==> config.mk <==
export PLATFORM = sky130hd
export DESIGN_NAME = ubd_break_rx
export DESIGN_NICKNAME = d
export VERILOG_FILES = /design/src/ubd_pkg.sv /design/src/ubd_sample_gen.sv /design/src/ubd_break_rx.sv
export VERILOG_INCLUDE_DIRS = /design/src
export SDC_FILE = /design/constraint.sdc
export NUM_CORES = 1
export LEC_CHECK = 0
export ABC_AREA = 1
export ABC_CLOCK_PERIOD_IN_PS = 1910
export BUFFER_PORTS_ARGS = -buffer_cell sky130_fd_sc_hd__buf_2
export CAP_MARGIN = 10
export CORE_AREA = 2 2 79 81
export CTS_CLUSTER_DIAMETER = 200
export CTS_CLUSTER_SIZE = 30
export DETAILED_ROUTE_END_ITERATION = 8
export DIE_AREA = 0 0 81 83
export PLACE_DENSITY = 0.76
export SETUP_SLACK_MARGIN = 0.5
export SLEW_MARGIN = 0
export SYNTH_ARGS = -nofsm -noshare
export SYNTH_HDL_FRONTEND = slang
export SYNTH_HIERARCHICAL = 1
export SYNTH_SLANG_ARGS = --single-unit
==> constraint.sdc <==
create_clock -name sys_clk_i -period 1.91 [get_ports sys_clk_i]
set_input_delay 0.0955 -clock sys_clk_i [delete_from_list [all_inputs] [get_ports sys_clk_i]]
set_output_delay 0.0955 -clock sys_clk_i [all_outputs]
set_load 0.005 [all_outputs]
==> src/ubd_cfg.svh <==
// Timing counts and field positions for the UART break detector.
`ifndef UBD_CFG_SVH
`define UBD_CFG_SVH
`define UBD_DATA_BITS       4'h8
`define UBD_PARITY_BITS     4'h1
`define UBD_STOP_BITS       4'h1
`define UBD_FRAME_BITS      (4'h1 + `UBD_DATA_BITS + `UBD_PARITY_BITS + `UBD_STOP_BITS)
`define UBD_OVERSAMPLE      8'h10
`define UBD_DIV_RESET       16'h0008
`define UBD_LSR_DR_BIT      0
`define UBD_LSR_BI_BIT      4
`define UBD_LSR_RESET       8'h00
`define UBD_RBR_RESET       8'h00
`endif

==> src/ubd_pkg.sv <==
// Types shared by the UART break detector files.
package ubd_pkg;
  typedef enum logic [2:0]
  {
    RX_IDLE  = 3'b000,
    RX_START = 3'b001,
    RX_DATA  = 3'b010,
    RX_BREAK = 3'b011,
    RX_WAITH = 3'b100
  } ubd_rx_state_t;

  // Software access strobes toward the status and buffer registers.
  typedef struct packed
  {
    logic lsr_rd;
    logic rbr_rd;
  } ubd_sw_t;

  // Status and data seen by software.
  typedef struct packed
  {
    logic [7:0] lsr;
    logic [7:0] rbr;
    logic       irq;
    logic       in_break;
  } ubd_stat_t;
endpackage

==> src/ubd_sample_gen.sv <==
// Baud tick generator: one pulse per oversampled bit slice.
`include "ubd_cfg.svh"
module ubd_sample_gen
(
  input  wire logic        sys_clk_i,
  input  wire logic        rstn_i,
  input  wire logic [15:0] divisor_i,
  output logic             tick_o
);
  typedef struct packed
  {
    logic [15:0] cnt;
    logic        tick;
  } ubd_sg_state_t;

  ubd_sg_state_t st_reg;
  ubd_sg_state_t st_next;

  // Counts down the divisor and pulses once per wrap.
  always_comb
  begin
    st_next      = st_reg;
    st_next.tick = 1'b0;
    if (st_reg.cnt <= 16'h0001)
    begin
      st_next.cnt  = (divisor_i == 16'h0000) ? 16'h0001 : divisor_i;
      st_next.tick = 1'b1;
    end
    else
    begin
      st_next.cnt = st_reg.cnt - 16'h0001;
    end
  end

  // State register.
  always_ff @(posedge sys_clk_i or negedge rstn_i)
  begin
    if (!rstn_i)
    begin
      st_reg <= '0;
    end
    else
    begin
      st_reg <= st_next;
    end
  end

  assign tick_o = st_reg.tick;
endmodule

==> src/ubd_break_rx.sv <==
// UART receiver with single-report break detection and clean break exit.
`include "ubd_cfg.svh"
// Notes on behaviour
// [RULE_01] Line low longer than start, data, parity and stop bits is a break.
// [RULE_02] A break lasts until the receive line returns to one.
// [RULE_03] On break the break indicator in the line status register is set.
// [RULE_04] Reading the line status register clears the break indicator.
// [RULE_05] Reading the receive buffer clears the character available flag.
// [RULE_06] Cleared flags are not set again during the same break.
// [RULE_07] The receive buffer reads zero right after a break is reported.
// [RULE_08] No further interrupts while the same break continues.
// [RULE_09] Software reads buffer, waits a character, reads again; break lasts two characters.
// [RULE_10] No spurious character is loaded when the line rises after a break.
module ubd_break_rx
(
  input  wire logic             sys_clk_i,
  input  wire logic             rstn_i,
  input  wire logic             rxd_i,
  input  wire logic [15:0]      divisor_i,
  input  wire ubd_pkg::ubd_sw_t sw_i,
  output ubd_pkg::ubd_stat_t    stat_o
);
  // All state of the receiver except the tick counter in u_sample_gen lives in one register word.
  // The flags bi and dr are the break indicator and the character available bit.
  // The fields lsr_q and rbr_q are the copies that software sees.
  // Keeping them as registers means the status outputs never glitch.
  // They cannot move while the receive timing steps on inside a cycle.
  // The field all_zero remembers whether every sample of the frame was low.
  // That is what tells a break from a framing error that carried some data.
  // The field bitn counts the bit being received, one for the first data bit.
  // The field sub counts oversampling slices inside the present bit.
  // The field irq is the interrupt level handed to the host.
  typedef struct packed
  {
    ubd_pkg::ubd_rx_state_t fsm;
    logic [7:0]             sub;
    logic [3:0]             bitn;
    logic [7:0]             shift;
    logic                   all_zero;
    logic                   dr;
    logic                   bi;
    logic [7:0]             rbr;
    logic [7:0]             lsr_q;
    logic [7:0]             rbr_q;
    logic                   irq;
  } ubd_rx_regs_t;

  ubd_rx_regs_t st_reg;
  ubd_rx_regs_t st_next;
  logic         tick;
  logic         mid_start;
  logic         bit_end;
  logic         data_bit;
  logic         last_bit;
  logic         frame_low;
  logic         line_high;

  // Half a bit after the falling edge the start bit is looked at again.
  assign mid_start = tick && (st_reg.sub == (`UBD_OVERSAMPLE >> 1) - 8'h01);

  // Centre of a data, parity or stop bit, sixteen slices after the last one.
  assign bit_end = tick && (st_reg.sub == `UBD_OVERSAMPLE - 8'h01);

  // Bit numbers one to eight carry data; later ones are parity and stop.
  assign data_bit = (st_reg.bitn <= `UBD_DATA_BITS);

  // The last stop bit closes the frame.
  assign last_bit = (st_reg.bitn == `UBD_FRAME_BITS - 4'h1);

  // Every earlier sample and this one low: the frame held no one at all.
  assign frame_low = st_reg.all_zero && !rxd_i; // RULE_01

  // The receive line back at one, the only way out of a break.
  assign line_high = rxd_i; // RULE_02

  // Oversampling tick: sixteen ticks make one bit on the line.
  // A divisor of one gives a tick on every clock.
  ubd_sample_gen u_sample_gen
  (
    .sys_clk_i (sys_clk_i),
    .rstn_i    (rstn_i),
    .divisor_i (divisor_i),
    .tick_o    (tick)
  );

  // Frame receiver, break tracking and software-side flag handling.
  // A break is taken only at the last stop sample, so a frame that merely
  // has a zero data byte and a good stop bit is a normal character.
  // Once in the break state nothing sets a flag again, which keeps
  // a long break from being reported once per character period.
  // The line rising ends the break through idle, so the next falling edge
  // starts a fresh frame instead of loading leftover samples.
  // Software reads are applied first so that an event in the same cycle
  // overrides them; the set of a flag always wins over its clear.
  always_comb
  begin
    st_next = st_reg;
    // Software reads clear flags; a fresh event in the same cycle wins below.
    if (sw_i.lsr_rd)
    begin
      st_next.bi = 1'b0; // RULE_04
    end
    if (sw_i.rbr_rd)
    begin
      st_next.dr = 1'b0; // RULE_05
    end
    if (tick)
    begin
      st_next.sub = st_reg.sub + 8'h01;
      case (st_reg.fsm)
        ubd_pkg::RX_IDLE:
        begin
          st_next.sub = 8'h00;
          if (!rxd_i)
          begin
            st_next.fsm = ubd_pkg::RX_START;
          end
        end
        ubd_pkg::RX_START:
        begin
          // Mid start bit: confirm it, else it was a glitch.
          if (mid_start)
          begin
            st_next.sub      = 8'h00;
            st_next.bitn     = 4'h1;
            st_next.all_zero = 1'b1;
            st_next.fsm      = rxd_i ? ubd_pkg::RX_IDLE : ubd_pkg::RX_DATA;
          end
        end
        ubd_pkg::RX_DATA:
        begin
          if (bit_end)
          begin
            st_next.sub      = 8'h00;
            st_next.bitn     = st_reg.bitn + 4'h1;
            st_next.all_zero = st_reg.all_zero & ~rxd_i;
            if (data_bit)
            begin
              st_next.shift = {rxd_i, st_reg.shift[7:1]};
            end
            if (last_bit)
            begin
              // Last stop bit sampled: whole frame low means a break.
              if (frame_low)
              begin
                st_next.fsm = ubd_pkg::RX_BREAK; // RULE_01
                st_next.bi  = 1'b1;              // RULE_03
                st_next.dr  = 1'b1;
                st_next.rbr = `UBD_RBR_RESET;   // RULE_07
                st_next.irq = 1'b1;
              end
              else
              begin
                st_next.fsm = rxd_i ? ubd_pkg::RX_IDLE : ubd_pkg::RX_WAITH;
                st_next.rbr = st_reg.shift;
                st_next.dr  = 1'b1;
                st_next.irq = 1'b1;
              end
            end
          end
        end
        ubd_pkg::RX_BREAK:
        begin
          // Stays here silently until the line rises; no re-set of flags.
          // Keeping sub cleared stops the frame counter from running on.
          st_next.sub = 8'h00; // RULE_06 RULE_08
          if (line_high)
          begin
            st_next.fsm = ubd_pkg::RX_IDLE; // RULE_02 RULE_10
          end
        end
        ubd_pkg::RX_WAITH:
        begin
          // Framing error line stuck low: wait for idle before next start.
          // A zero stop bit with some data is not a break; the data was kept.
          st_next.sub = 8'h00;
          if (rxd_i)
          begin
            st_next.fsm = ubd_pkg::RX_IDLE;
          end
        end
        default:
        begin
          st_next.fsm = ubd_pkg::RX_IDLE;
        end
      endcase
    end
    // Interrupt follows any pending flag; it clears with the flags.
    // It is set only together with a flag, and in the break state no flag is
    // set, so a continuing break raises no further interrupt once both are read.
    if (!st_next.bi && !st_next.dr)
    begin
      st_next.irq = 1'b0; // RULE_08
    end
    st_next.lsr_q = `UBD_LSR_RESET;
    st_next.lsr_q[`UBD_LSR_BI_BIT] = st_next.bi;
    st_next.lsr_q[`UBD_LSR_DR_BIT] = st_next.dr;
    st_next.rbr_q = st_next.rbr;
  end

  // State register.
  // The reset branch loads constants only, so the asynchronous path is clean.
  always_ff @(posedge sys_clk_i or negedge rstn_i)
  begin
    if (!rstn_i)
    begin
      st_reg <= '0;
    end
    else
    begin
      st_reg <= st_next;
    end
  end

  // Outputs lsr, rbr and irq come straight from flip-flops.
  // The break level is decoded from the state register alone, so it is clean.
  always_comb
  begin
    stat_o.lsr      = st_reg.lsr_q;
    stat_o.rbr      = st_reg.rbr_q;
    stat_o.irq      = st_reg.irq;
    stat_o.in_break = (st_reg.fsm == ubd_pkg::RX_BREAK);
  end
endmodule

==> run_results.csv <==
group,metric,value,unit
status,status,"completed",
synth,synth_area_per_cell,7.33,µm²
synth,ys_ff_latch,52,
synth,synthMuxAreaShare,0.00349,
pwr,total_leakage_power,2.07,nW
setup_path,crit_type,"register to register",
pwr,p_sw_frac,0.221,
place,placedCellCount,535,
finish,diodes,0,
detailed_routing,drc,0,
clock_tree,htreeDepth,2,
detailed_routing,routed_wl,7650,µm
setup_path,rr_endpoint,"st_reg[27]",
pwr,p_seq_frac,0.561,
setup_path,cp_data_arrival_time,1.73,ns
setup_path,end_kind,"register",
place,preCtsSetupSlack,0.377,ns
floorplanning,initial_utilization,0.556,
pwr,powerDensity,476,nW/µm²
detailed_routing,ant_nets,0,
detailed_routing,via_count,2932,
synth,synthAdderAreaFrac,0.0232,
grt,antenna_found_initial,0,
synth,netlist_area,3230,µm²
floorplanning,io_pins,39,
detailed_routing,drtIter0Drc,195,
timing,finalSetupViolations,0,
timing,fmax,678,MHz
pwr,pwr-share-comb,0.044,
detailed_routing,drt_pre_antenna_iters,4,
grt,grt_pass1_wl,11300,µm
finish,final_cell_mix,"nand2_1 (144), dfrtp_1 (48), inv_1 (43)",
pwr,intPower,1.53,mW
timing,period_share,0.773,
finish,final_common_cell,"nand2_1",
clock_tree,clk_latency,0.31,ns
synth,synth_seq_area_share,0.403,
timing,period_minus_slack,1.48,ns
grt,overflow,0,
synth,synth_xor_area_frac,0.0271,
finish,fin_nets,532,
pwr,vdd_drop_max,369,µV
detailed_routing,detail_route.wl_per_cell,13.2,µm
setup_path,worst-path-max-fanout,4,
pwr,p_sw,0.433,mW
clock_tree,cts_root_buffer,"clkbuf_8",
floorplanning,die-height,83,µm
place,place_congestion,0.829,
clock_tree,cts.sinks,52,
finish,layout-drive-gt1-share,0.312,
synth,synth_top_family_by_area,"simple AND/OR/NAND/NOR gates",
clock_tree,numCtsBuffers,5,
min_path,hp-start,"divisor_i[1]",
grt,grt_max_degree,53,
synth,ys_warn_count,6,
place,dp_hpwl,4430,µm
timing,hold_violations,0,
setup_path,r2r_cells,9,
finish,largest_reg_flops,24,
timing,finClkSkew,0.0107,ns
place,io_buffers,32,
grt,gr-usage-all-layers,0.208,
floorplanning,core,5820,µm²
clock_tree,cts.clk_slew.worst_paths,0.10,ns
clock_tree,clock_path_buffers,2,
clock_tree,cts_tree,"built",
setup_path,r2r_slack,0.43,ns
finish,instances_no_fill,581,
finish,area_delta_synth_final,27.5,%
timing,rsz0062_at_grt,"true",
job,cap_violations,0,
detailed_routing,vias_per_cell,5.05,
timing,setup_slack,0.434,ns
setup_path,required,2.16,ns
floorplanning,die_w,81,µm
finish,num-fill-cells,441,
pwr,p_clk_frac,0.395,
floorplanning,design.die.area,6720,µm²
setup_path,rr_startpoint,"st_reg[41]",
floorplanning,rows,28,
timing,tns,0,ns
setup_path,crit_path_end,"st_reg[27]",
synth,synth-simple-area-share,0.378,
synth,syn_inst,441,
setup_path,start_kind,"register",
min_path,hold_path.class,"input port to register",
setup_path,crit_path_start,"st_reg[41]",
timing,slew_viol_final,0,
synth,synth_cell_types,27,
grt,grt_pass1_vias,2631,
synth,synth_compound_area_frac,0.0534,
-- per-stage QoR --
| step | util | power [mW] | area, µm² | hold slack (ns) |
|---|---|---|---|---|
| 6_report | 0.708 | 1.96 | 4120 | 0.00222 |
| 5_1_grt | 0.708 | 2.04 | 4120 | 0.00846 |
| 4_1_cts | 0.651 | 1.98 | 3780 | 0.000645 |
| 3_5_place_dp | 0.579 | 1.19 | 3370 | 0.112 |
| 3_3_place_gp | 0.579 | 1.19 | 3370 | 0.109 |
| 2_1_floorplan | - | 1.15 | 3250 | -0.200 |
-- cells by family (layout without fill, tap and decap cells) --
group           count (synthesis)  in the layout
flops                          52             52
fa+ha+maj                       6              6
simple gates                  271            276
buf+inv                        72            127
compound gates                 28             28
mux                             1              1
xor+xnor                       10             10
other cells                     1              6
-- power groups by stage --
| stage | logic [mW] | clock network, mW | registers, mW |
|---|---|---|---|
| finish | 0.0868 | 0.774 | 1.10 |
| floorplan | 0.0230 | 0 | 1.12 |
| CTS | 0.0873 | 0.791 | 1.10 |
| global placement | 0.0674 | 0 | 1.12 |
| detailed placement | 0.0684 | 0 | 1.12 |
| global route | 0.0996 | 0.839 | 1.10 |
-- critical path, cell delays in order (launching register included) --
cell and delay (ns):
dfrtp_1 0.42, ha_4 0.18, nand3_4 0.09, nor2_4 0.19, nand2_4 0.10, nand2_8 0.09
nand2_1 0.06, nor2_2 0.13, nand2_1 0.08, nand2_1 0.07
-- synth_stat cells --
master | instances | share of area
nor3_2 | 1 | 0.0031
inv_2 | 4 | 0.0046
nand2_2 | 4 | 0.0077
nand3_2 | 6 | 0.019
ha_1 | 6 | 0.023
inv_1 | 47 | 0.055
o21ai_0 | 11 | 0.017
xor2_1 | 9 | 0.024
nand3_1 | 28 | 0.043
nand3b_1 | 2 | 0.0046
nor2_4 | 7 | 0.024
xnor2_1 | 1 | 0.0027
buf_4 | 17 | 0.040
a21boi_1 | 1 | 0.0023
mux2_2 | 1 | 0.0035
nor2_1 | 49 | 0.057
buf_6 | 3 | 0.010
nor2_2 | 7 | 0.014
nand2_1 | 161 | 0.19
nand2_4 | 5 | 0.017
o21ai_2 | 8 | 0.022
nor3_1 | 1 | 0.0015
o21ai_1 | 4 | 0.0062
clkinv_1 | 1 | 0.0012
dfrtp_1 | 52 | 0.40
a21oi_1 | 4 | 0.0062
conb_1 | 1 | 0.0012
-- worst min path at each step --
stage,end,slack (ns),cells after the start
after detailed placement,st_reg[41],0.11,2
after floorplan,st_reg[27],-0.20,0
after global routing,u_sample_gen/st_reg[13],0.008,3
final,u_sample_gen/st_reg[2],0.002,3
after CTS,u_sample_gen/st_reg[2],0.0006,3
after global placement,st_reg[41],0.11,2
-- area by class of cell --
cell class	instances	area (µm²)	area share
repair buffers	67	502	0.122
clock inverters	3	42.5	0.0103
well taps	75	93.8	0.0228
multi-input cells	327	1900	0.462
flip-flops and latches	52	1310	0.317
inverters	52	203	0.0492
clock buffers	5	68.8	0.0167
-- layer usage --
| layer | track usage | wire (µm) | vias to the layer above |
|---|---|---|---|
| li1 | - | - | 1461 |
| met1 | 0.245 | 3180 | 1374 |
| met2 | 0.368 | 4070 | 86 |
| met3 | 0.0359 | 289 | 11 |
| met4 | 0.0832 | 116 | 0 |
| met5 | 0 | 0 | - |
-- timing repair --
action,CTS,global route
gates cloned,2,3
setup endpoints to repair,48,51
hold buffers,12,0
resized for setup,25,60
buffers inserted,9,12
hold endpoints to repair,63,0
pin swaps,11,33
Power figures use the tool's default switching activity.
